`src/hw/ppm_pkg.sv`:
```
package ppm_pkg;
    // register addresses in the upper register set, bank 1
    localparam logic [7:0] PORT1_PULLUP_ENABLE_ADDR = 8'hE7;
    localparam logic [7:0] PORT2_UPPER_PIN_MODE_ADDR = 8'hE8;
    // reset values
    localparam logic [7:0] PORT1_PULLUP_ENABLE_RESET = 8'h00;
    localparam logic [7:0] PORT2_UPPER_PIN_MODE_RESET = 8'h00;
    // implemented bits of the pull-up register
    localparam logic [7:0] PORT1_PULLUP_ENABLE_MASK = 8'h7F;
    localparam int PORT1_PIN_COUNT = 7;
    localparam int PORT2_UPPER_PIN_COUNT = 4;
    // first port 2 pin handled by the high control byte
    localparam int PORT2_UPPER_FIRST_PIN = 4;
    // pin mode field encodings
    localparam logic [1:0] MODE_INPUT = 2'h0;
    localparam logic [1:0] MODE_INPUT_PULLUP = 2'h1;
    localparam logic [1:0] MODE_PUSH_PULL = 2'h2;
    localparam logic [1:0] MODE_ALTERNATE = 2'h3;
    typedef enum logic [1:0] {
        PPM_IN,
        PPM_IN_PU,
        PPM_OUT_PP,
        PPM_ALT
    } ppm_mode_e;
endpackage

```
`src/hw/ppm_pin_mode_decode.sv`:
```
`timescale 1ns/10ps
module ppm_pin_mode_decode (
    input wire logic [1:0] mode,
    output logic pullup_on,
    output logic drive_out,
    output logic analog_sel
);
    // ----------------------------------------
    // port 2 upper pin mode decode
    // ----------------------------------------
    always_comb begin
        pullup_on = (mode == ppm_pkg::MODE_INPUT_PULLUP);
        drive_out = (mode == ppm_pkg::MODE_PUSH_PULL);
        analog_sel = (mode == ppm_pkg::MODE_ALTERNATE);
    end
endmodule

```
`src/hw/ppm_port_config.sv`:
```
`timescale 1ns/10ps
module ppm_port_config (
    input wire logic clk_sys,
    input wire logic reset,
    input wire logic [7:0] reg_addr,
    input wire logic reg_wr,
    input wire logic [7:0] reg_wdata,
    input wire logic reg_rd,
    output logic [7:0] reg_rdata,
    output logic reg_hit,
    input wire logic [13:0] port1_mode,
    output logic [6:0] port1_pullup_on,
    output logic [3:0] port2_upper_pullup_on,
    output logic [3:0] port2_upper_drive_out,
    output logic [3:0] port2_upper_digital_off,
    output logic analog_channel_4,
    output logic analog_channel_5,
    output logic analog_channel_6,
    output logic analog_channel_7,
    output logic level_detector_reference
);
    // ----------------------------------------
    // helpers
    // ----------------------------------------
    function automatic logic forces_pullup_off(input logic [1:0] m);
        forces_pullup_off = (m == ppm_pkg::MODE_PUSH_PULL)
            || (m == ppm_pkg::MODE_ALTERNATE);
    endfunction

    // only bits 0-6 exist in the pull-up register
    function automatic logic [7:0] masked_pullup(input logic [7:0] v);
        masked_pullup = v & ppm_pkg::PORT1_PULLUP_ENABLE_MASK;
    endfunction

    // one pin's mode field out of a packed field vector
    function automatic logic [1:0] pin_field(
        input logic [13:0] fields,
        input int pin
    );
        pin_field = fields[2*pin +: 2];
    endfunction

    // ----------------------------------------
    // register file
    // ----------------------------------------
    // reg_addr is the direct register address; indirect forms
    // are resolved by the core before they reach here
    logic [7:0] pullup_q;
    logic [7:0] pullup_d;
    logic [7:0] p2mode_q;
    logic [7:0] p2mode_d;
    logic [7:0] rdata_q;
    logic [7:0] rdata_d;
    logic sel_pu;
    logic sel_p2;
    logic wr_pu;
    logic wr_p2;
    logic rd_pu;
    logic rd_p2;

    // ----------------------------------------
    // address decode
    // ----------------------------------------
    always_comb begin
        sel_pu = (reg_addr == ppm_pkg::PORT1_PULLUP_ENABLE_ADDR);
        sel_p2 = (reg_addr == ppm_pkg::PORT2_UPPER_PIN_MODE_ADDR);
        wr_pu = reg_wr && sel_pu;
        wr_p2 = reg_wr && sel_p2;
        rd_pu = reg_rd && sel_pu;
        rd_p2 = reg_rd && sel_p2;
    end

    assign reg_hit = sel_pu || sel_p2;

    // ----------------------------------------
    // port 1 pull-up enable register
    // ----------------------------------------
    always_comb begin
        pullup_d = pullup_q;
        if (wr_pu) begin
            pullup_d = masked_pullup(reg_wdata);
        end
    end

    always_ff @(posedge clk_sys) begin
        if (reset) begin
            pullup_q <= ppm_pkg::PORT1_PULLUP_ENABLE_RESET;
        end else begin
            pullup_q <= pullup_d;
        end
    end

    // ----------------------------------------
    // port 2 upper pin mode register
    // ----------------------------------------
    always_comb begin
        p2mode_d = p2mode_q;
        if (wr_p2) begin
            p2mode_d = reg_wdata;
        end
    end

    always_ff @(posedge clk_sys) begin
        if (reset) begin
            p2mode_q <= ppm_pkg::PORT2_UPPER_PIN_MODE_RESET;
        end else begin
            p2mode_q <= p2mode_d;
        end
    end

    // ----------------------------------------
    // read data, held until the next read
    // ----------------------------------------
    always_comb begin
        rdata_d = rdata_q;
        if (rd_pu) begin
            rdata_d = masked_pullup(pullup_q);
        end else if (rd_p2) begin
            rdata_d = p2mode_q;
        end else if (reg_rd) begin
            rdata_d = 8'h00;
        end
    end

    always_ff @(posedge clk_sys) begin
        if (reset) begin
            rdata_q <= 8'h00;
        end else begin
            rdata_q <= rdata_d;
        end
    end

    assign reg_rdata = rdata_q;

    // ----------------------------------------
    // port 1 pull-up control
    // ----------------------------------------
    // a pin that drives or serves an alternate function
    // must not load its line with the pull-up
    logic [6:0] p1_forced_off;
    logic [6:0] p1_enabled;

    always_comb begin
        p1_forced_off = 7'h00;
        p1_enabled = pullup_q[6:0];
        for (int i = 0; i < ppm_pkg::PORT1_PIN_COUNT; i++) begin
            p1_forced_off[i] =
                forces_pullup_off(pin_field(port1_mode, i));
        end
    end

    always_comb begin
        port1_pullup_on = p1_enabled & ~p1_forced_off;
    end

    // ----------------------------------------
    // port 2 upper pin modes
    // ----------------------------------------
    logic [3:0] alt_sel;
    logic [13:0] p2_fields;
    logic [1:0] pin4_mode;
    logic [1:0] pin5_mode;
    logic [1:0] pin6_mode;
    logic [1:0] pin7_mode;

    // bits 1-0 belong to pin 4, bits 7-6 to pin 7
    always_comb begin
        p2_fields = {6'h00, p2mode_q};
        pin4_mode = pin_field(p2_fields, 0);
        pin5_mode = pin_field(p2_fields, 1);
        pin6_mode = pin_field(p2_fields, 2);
        pin7_mode = pin_field(p2_fields, 3);
    end

    // one decoder per pin keeps the pin numbers visible
    ppm_pin_mode_decode u_dec_pin4 (
        .mode(pin4_mode),
        .pullup_on(port2_upper_pullup_on[0]),
        .drive_out(port2_upper_drive_out[0]),
        .analog_sel(alt_sel[0])
    );

    ppm_pin_mode_decode u_dec_pin5 (
        .mode(pin5_mode),
        .pullup_on(port2_upper_pullup_on[1]),
        .drive_out(port2_upper_drive_out[1]),
        .analog_sel(alt_sel[1])
    );

    ppm_pin_mode_decode u_dec_pin6 (
        .mode(pin6_mode),
        .pullup_on(port2_upper_pullup_on[2]),
        .drive_out(port2_upper_drive_out[2]),
        .analog_sel(alt_sel[2])
    );

    ppm_pin_mode_decode u_dec_pin7 (
        .mode(pin7_mode),
        .pullup_on(port2_upper_pullup_on[3]),
        .drive_out(port2_upper_drive_out[3]),
        .analog_sel(alt_sel[3])
    );

    // ----------------------------------------
    // analog and reference routing
    // ----------------------------------------
    // a pin in alternate mode hands its pad to the converter,
    // so its digital input buffer is switched off
    always_comb begin
        port2_upper_digital_off = alt_sel;
        analog_channel_4 = alt_sel[0];
        analog_channel_5 = alt_sel[1];
        analog_channel_6 = alt_sel[2];
        analog_channel_7 = alt_sel[3];
        level_detector_reference = alt_sel[3];
    end
endmodule

```
`config.mk`:
```
export PLATFORM = sky130hd
export DESIGN_NAME = ppm_port_config
export DESIGN_NICKNAME = d
export VERILOG_FILES = /design/src/hw/ppm_pkg.sv /design/src/hw/ppm_pin_mode_decode.sv /design/src/hw/ppm_port_config.sv
export SDC_FILE = /design/constraint.sdc
export NUM_CORES = 1
export LEC_CHECK = 0
export BUFFER_PORTS_ARGS = -buffer_cell sky130_fd_sc_hd__clkbuf_2
export CAP_MARGIN = 20
export CORE_MARGIN = 2
export CORE_UTILIZATION = 45
export CTS_CLUSTER_SIZE = 30
export DETAILED_ROUTE_END_ITERATION = 12
export PLACE_DENSITY = 0.89
export SKIP_CTS_REPAIR_TIMING = 1
export SLEW_MARGIN = 10
export SYNTH_ARGS = -nofsm -noshare
export SYNTH_HDL_FRONTEND = slang
export SYNTH_SLANG_ARGS = --single-unit
```
`constraint.sdc`:
```
create_clock -name clk_sys -period 1.6 [get_ports clk_sys]
set_clock_uncertainty 0.05 [all_clocks]
set_input_delay 0.08 -clock clk_sys [delete_from_list [all_inputs] [get_ports clk_sys]]
set_output_delay 0.08 -clock clk_sys [all_outputs]
set_load 0.05 [all_outputs]
```
==> results of run 1 <==
[worst register-to-register path, cell delays in order (launching register included)]
cell and delay, ns:
dfxtp_1 0.35, nor2_1 0.15, nor4_1 0.08, a311o_1 0.33
[power by group]
part,switching (mW),internal [mW]
clock,0.182,0.0976
sequential,0.000384,0.573
combinational,0.0440,0.0549
total,0.226,0.725
[sequential cells by signal (all words and copies together), names as in the netlist]
| signal | count |
|---|---|
| pullup_q | 7 |
| p2mode_q | 8 |
| reg_rdata | 8 |
[worst min-delay path by stage]
stage	start	end	slack [ns]	cells after the start
after floorplan	reg_wdata[7]	p2mode_q[7]$_SDFFE_PP0P_	0.18	2
after global placement	reg_wdata[7]	p2mode_q[7]$_SDFFE_PP0P_	0.28	3
after detailed placement	reg_wdata[7]	p2mode_q[7]$_SDFFE_PP0P_	0.29	3
after CTS	reg_wdata[7]	p2mode_q[7]$_SDFFE_PP0P_	-0.06	3
after global routing	reg_wdata[4]	p2mode_q[4]$_SDFFE_PP0P_	0.01	3
final	reg_wdata[4]	p2mode_q[4]$_SDFFE_PP0P_	-0.03	3
[per-layer routing]
metal | vias up | routed length [µm]
li1 | 600 | -
met4 | 0 | 65
met1 | 541 | 1160
met3 | 4 | 119
met5 | - | 0
met2 | 36 | 1390
[logic make-up after synthesis]
logic type,count (synthesis)
AND/OR/NAND/NOR,78
AO/OA/AOI/OAI,9
multiplexers,15
flip-flops,23
buffers and inverters,19
[layout make-up]
type                    instances  area, µm²  share of cell area
clock buffers                   4       26.3              0.0159
flip-flops and latches         23        460               0.278
well taps                      31       38.8              0.0234
repair buffers                 73        418               0.252
multi-input cells             102        708               0.428
inverters                       1       3.75             0.00227
[cells in the final DEF (no fill, tap or decap)]
cell           count
clkbuf_2          59
nand2b_1          23
dfxtp_1           23
nor2b_1           16
nor2_1            15
mux2i_1           15
and2_1            11
nor4_1             7
a311o_1            7
dlygate4sd3_1      7
buf_4              7
clkbuf_4           3
nand4b_1           2
or4b_4             1
a21oi_1            1
nor3b_2            1
inv_1              1
or3_1              1
a32o_1             1
nor3_2             1
clkbuf_1           1
==> flow_summary.yaml, run 1 <==
synthesis:
  avgSynthCellArea_um2: 9.00
  ys_seq_area_frac: 0.355
  async_flop_share: 0
  syn_nets: 178
  synth_top_cell_by_area: "dfxtp_1"
  synth_top_family_by_area: "simple AND/OR/NAND/NOR gates"
  syn_inst: 144
  synthTopCellsByArea: "dfxtp_1, mux2i_1, nand2b_1"
  ys_seq_elements: 23
  synth-main-ff-cell: "dfxtp_1"
  synth-compound-area-share: 0.0656
  synth_top_area_frac: 0.355
  ys.warnings.count: 0
  syn_area_um2: 1300
  synthAdderAreaFrac: 0
  synthSimpleGateAreaFrac: 0.365
  ys_types: 20
  synth_xor_area_frac: 0
  synth.mux.area_fraction: 0.116
  synth_edf_count: 0
  netlist_top_cells_count: "dfxtp_1, nand2b_1, nor2b_1, mux2i_1, nor2_1"
grt:
  overflow: 0
  grt_usage: 0.163
  grt_max_degree: 26
  antenna_found_initial: 0
  use_met3: 0.0201
  gr-max-usage-layer: "met2"
  grt_pass1_vias: 976
  grt_pass1_wl_um: 4150
  grt_use_met1: 0.188
  grtUsageMet2: 0.287
power_and_ir_drop:
  leakagePower_nw: 0.804
  ir_drop_uv: 413
  p_per_area_nw_per_um2: 575
  power_mw: 0.952
layout:
  syn2layout_area_growth_pct: 27.7
  finalInstanceArea_um2: 1660
  antennaDiodeCount: 0
  fin_nets: 238
  post-route-util: 0.600
  drive_above_1_share: 0.355
  final_cells: 234
  n_fill_cell: 256
clock_network:
  cts_buffers: 3
  cts.sinks: 23
  insertion_delay_ns: 0.31
  clock_path_buffers: 2
  cts_tree: "yes"
  root_buffer: "clkbuf_4"
  clk_pin_slew_ns: 0.13
  htree_levels: 1
placement:
  placed_cells: 223
  placement.cell_area_um2: 1560
  io_buffers: 59
  dp_hpwl_um: 2040
  dp_slack_ns: 0.0590
  place.gp.congestion: 0.703
detailed_routing:
  drtPass1Iterations: 4
  wl_um: 2730
  drcViolationCount: 0
  drt-initial-drc-count: 28
  vias_per_cell: 5.05
  vias: 1181
  wire_per_inst_um: 11.7
  final_antenna_net_count: 0
timing:
  fin_crit_sh: 0.838
  setup_slack_ns: 0.259
  fin_setup_tns_ns: 0
  hold_viol_final: 2
  finalCriticalPeriod_ns: 1.34
  fmax_mhz: 746
  rsz0062_at_grt: "no"
  worst_hold_slack_ns: -0.0265
  worst_slew_pin_slew_ns: 0.422
  slew_viol_final: 0
  setup_violations: 0
  relSlewSlack: 0.718
floorplanning:
  dieWidth_um: 57.7
  rows: 19
  start_util: 0.470
  core-area_um2: 2760
  pin_count: 67
  die_h_um: 57.7
  dieArea_um2: 3330
status:
  violations: "negative hold slack"
  status: "finished, violations left"
worst_setup_path:
  r2r_end: "reg_rdata[6]$_SDFFE_PP0P_"
  cp.depth: 2
  worstPathCellList: "and2_1 -> clkbuf_2"
  cp-end-kind: "primary output"
  slowest_delay_ns: 0.43
  path_buf_inv: 1
  endpoint: "level_detector_reference"
  r2r_cells: 3
  start_kind: "register"
  r2r-start: "reg_rdata[6]$_SDFFE_PP0P_"
  cp_slowest_cell: "dfxtp_1"
  setup.worst_path.start: "p2mode_q[6]$_SDFFE_PP0P_"
  cp_top_family: "flip-flops"
  worstPathMaxFanout: 5
  critical_path_class: "reg2out"
  critPathArrivalTime_ns: 1.21
  worst-r2r-setup-slack_ns: 0.55
  crit_required_ns: 1.47
job:
  max-cap-violations: 0
hold_path:
  holdCritPathClass: "in2reg"
No activity file was read; power rests on OpenSTA's default activity.
==> inputs of run 2 (changes only) <==
clock period = 1.3 ns   (was 1.6 ns; I/O delays follow)
==> run 2 against run 1 <==
The run now ends clean. Clock-buffer cell count unchanged. Largest power group unchanged. Highest routed layer unchanged. Design area up 5.9%. Wire length up 12%. Via count up 3.7%. Non-clock buffer count up 4. Sequential cell count unchanged. Setup slack worse by 0.23 ns.
==> flow_summary.yaml, run 2 (same netlist as run 1, synthesis figures left out) <==
status:
  status: "finished, final reports clean"
grt:
  overflow: 0
  grt_pass1_wl_um: 4840
  grt_pass1_vias: 1118
  grt_max_degree: 14
  grt_usage: 0.186
  antenna_found_initial: 0
clock_network:
  cts_buffers: 3
  htree_levels: 1
  cts.sinks: 23
  root_buffer: "clkbuf_4"
  clk_pin_slew_ns: 0.12
  clock_path_buffers: 2
  insertion_delay_ns: 0.31
  cts_tree: "yes"
hold_path:
  holdCritPathClass: "in2reg"
floorplanning:
  dieWidth_um: 57.7
  start_util: 0.470
  pin_count: 67
  dieArea_um2: 3330
  core-area_um2: 2760
  die_h_um: 57.7
  rows: 19
power_and_ir_drop:
  p_seq_frac: 0.602
  p_per_area_nw_per_um2: 669
  comb_power_share: 0.118
  p_sw_mw: 0.272
  p_clk_frac: 0.280
  leakagePower_nw: 0.835
  ir_drop_uv: 456
  power_mw: 1.17
  sw_frac_of_total: 0.232
  p_int_mw: 0.900
worst_setup_path:
  crit_required_ns: 1.19
  critical_path_class: "in2out"
  path_buf_inv: 3
  setup.worst_path.start: "reg_addr[1]"
  slowest_delay_ns: 0.52
  cp-end-kind: "primary output"
  cp_top_family: "simple AND/OR/NAND/NOR gates"
  cp.depth: 5
  endpoint: "reg_hit"
  r2r_end: "reg_rdata[4]$_SDFFE_PP0P_"
  worst-r2r-setup-slack_ns: 0.27
  worstPathMaxFanout: 2
  start_kind: "input port"
  critPathArrivalTime_ns: 1.15
  r2r_cells: 3
  cp_slowest_cell: "or4b_4"
  worstPathCellList: "clkbuf_2 -> or4b_4 -> buf_4 -> a21oi_4 -> buf_12"
  r2r-start: "reg_rdata[4]$_SDFFE_PP0P_"
layout:
  final_cell_mix: "clkbuf_2, nand2b_1, dfxtp_1"
  n_fill_cell: 241
  syn2layout_area_growth_pct: 35.2
  drive_above_1_share: 0.391
  fin_nets: 242
  final_common_cell: "clkbuf_2"
  antennaDiodeCount: 0
detailed_routing:
  vias_per_cell: 5.15
  wire_per_inst_um: 12.9
  drt-initial-drc-count: 30
  vias: 1225
  final_antenna_net_count: 0
  wl_um: 3070
  drcViolationCount: 0
  drtPass1Iterations: 4
timing:
  slew_viol_final: 0
  fin_crit_sh: 0.977
  setup_violations: 0
  finalCriticalPeriod_ns: 1.27
  relSlewSlack: 0.679
  worst_hold_slack_ns: 0.155
  hold_viol_final: 0
  fmax_mhz: 787
  worst_slew_pin_slew_ns: 0.480
placement:
  place.gp.congestion: 0.713
  io_buffers: 59
  dp_hpwl_um: 2140
job:
  max-cap-violations: 0
[run 2: power by group through the flow]
stage	combinational (mW)	clock, mW	sequential (mW)
2_1_floorplan	0.0535	0	0.721
3_3_place_gp	0.112	0	0.721
3_5_place_dp	0.115	0	0.721
4_1_cts	0.116	0.348	0.706
5_1_grt	0.152	0.373	0.706
6_report	0.138	0.329	0.705
[run 2: worst reg2reg max path, cell delays in order (launching register included)]
cell     delay, ns
dfxtp_1       0.34
nor2_1        0.14
nor2_1        0.06
a311o_1       0.34
[run 2: metrics by stage]
step	setup TNS [ns]	instances	util	cell area [µm²]	setup WS, ns
6_report	0	238	0.636	1750	0.0300
5_1_grt	-0.0329	238	0.636	1750	-0.0108
4_1_cts	-0.121	230	0.590	1630	-0.0409
3_5_place_dp	-2.66	226	0.580	1600	-0.192
3_3_place_gp	-2.27	226	0.580	1600	-0.165
2_1_floorplan	-0.456	144	-	1300	-0.0570
[run 2: layer usage]
metal | GRT usage | vias to the layer above | part of all wire
met1 | 0.231 | 577 | 0.44
met3 | 0.0446 | 2 | 0.048
met5 | 0 | - | 0
met2 | 0.310 | 38 | 0.51
met4 | 0.0731 | 0 | 0.0046
li1 | - | 608 | -
[run 2: how the worst min path moves through the flow]
stage / from / to / slack (ns) / cells past startpoint
CTS: reg_wdata[7] / p2mode_q[7]$_SDFFE_PP0P_ / -0.06 / 3
global route: reset / p2mode_q[1]$_SDFFE_PP0P_ / 0.16 / 4
finish: reset / p2mode_q[7]$_SDFFE_PP0P_ / 0.16 / 4
floorplan: reg_wdata[7] / p2mode_q[7]$_SDFFE_PP0P_ / 0.17 / 2
detailed placement: reg_wdata[7] / p2mode_q[7]$_SDFFE_PP0P_ / 0.29 / 3
global placement: reg_wdata[7] / p2mode_q[7]$_SDFFE_PP0P_ / 0.29 / 3
[run 2: area by class of cell]
cell class | instances | area, µm² | area share
tap | 31 | 38.8 | 0.0221
multi-input combinational | 102 | 719 | 0.410
sequential | 23 | 467 | 0.266
clock buffer | 4 | 26.3 | 0.0150
timing repair buffer | 77 | 498 | 0.284
inverter | 1 | 3.75 | 0.00214
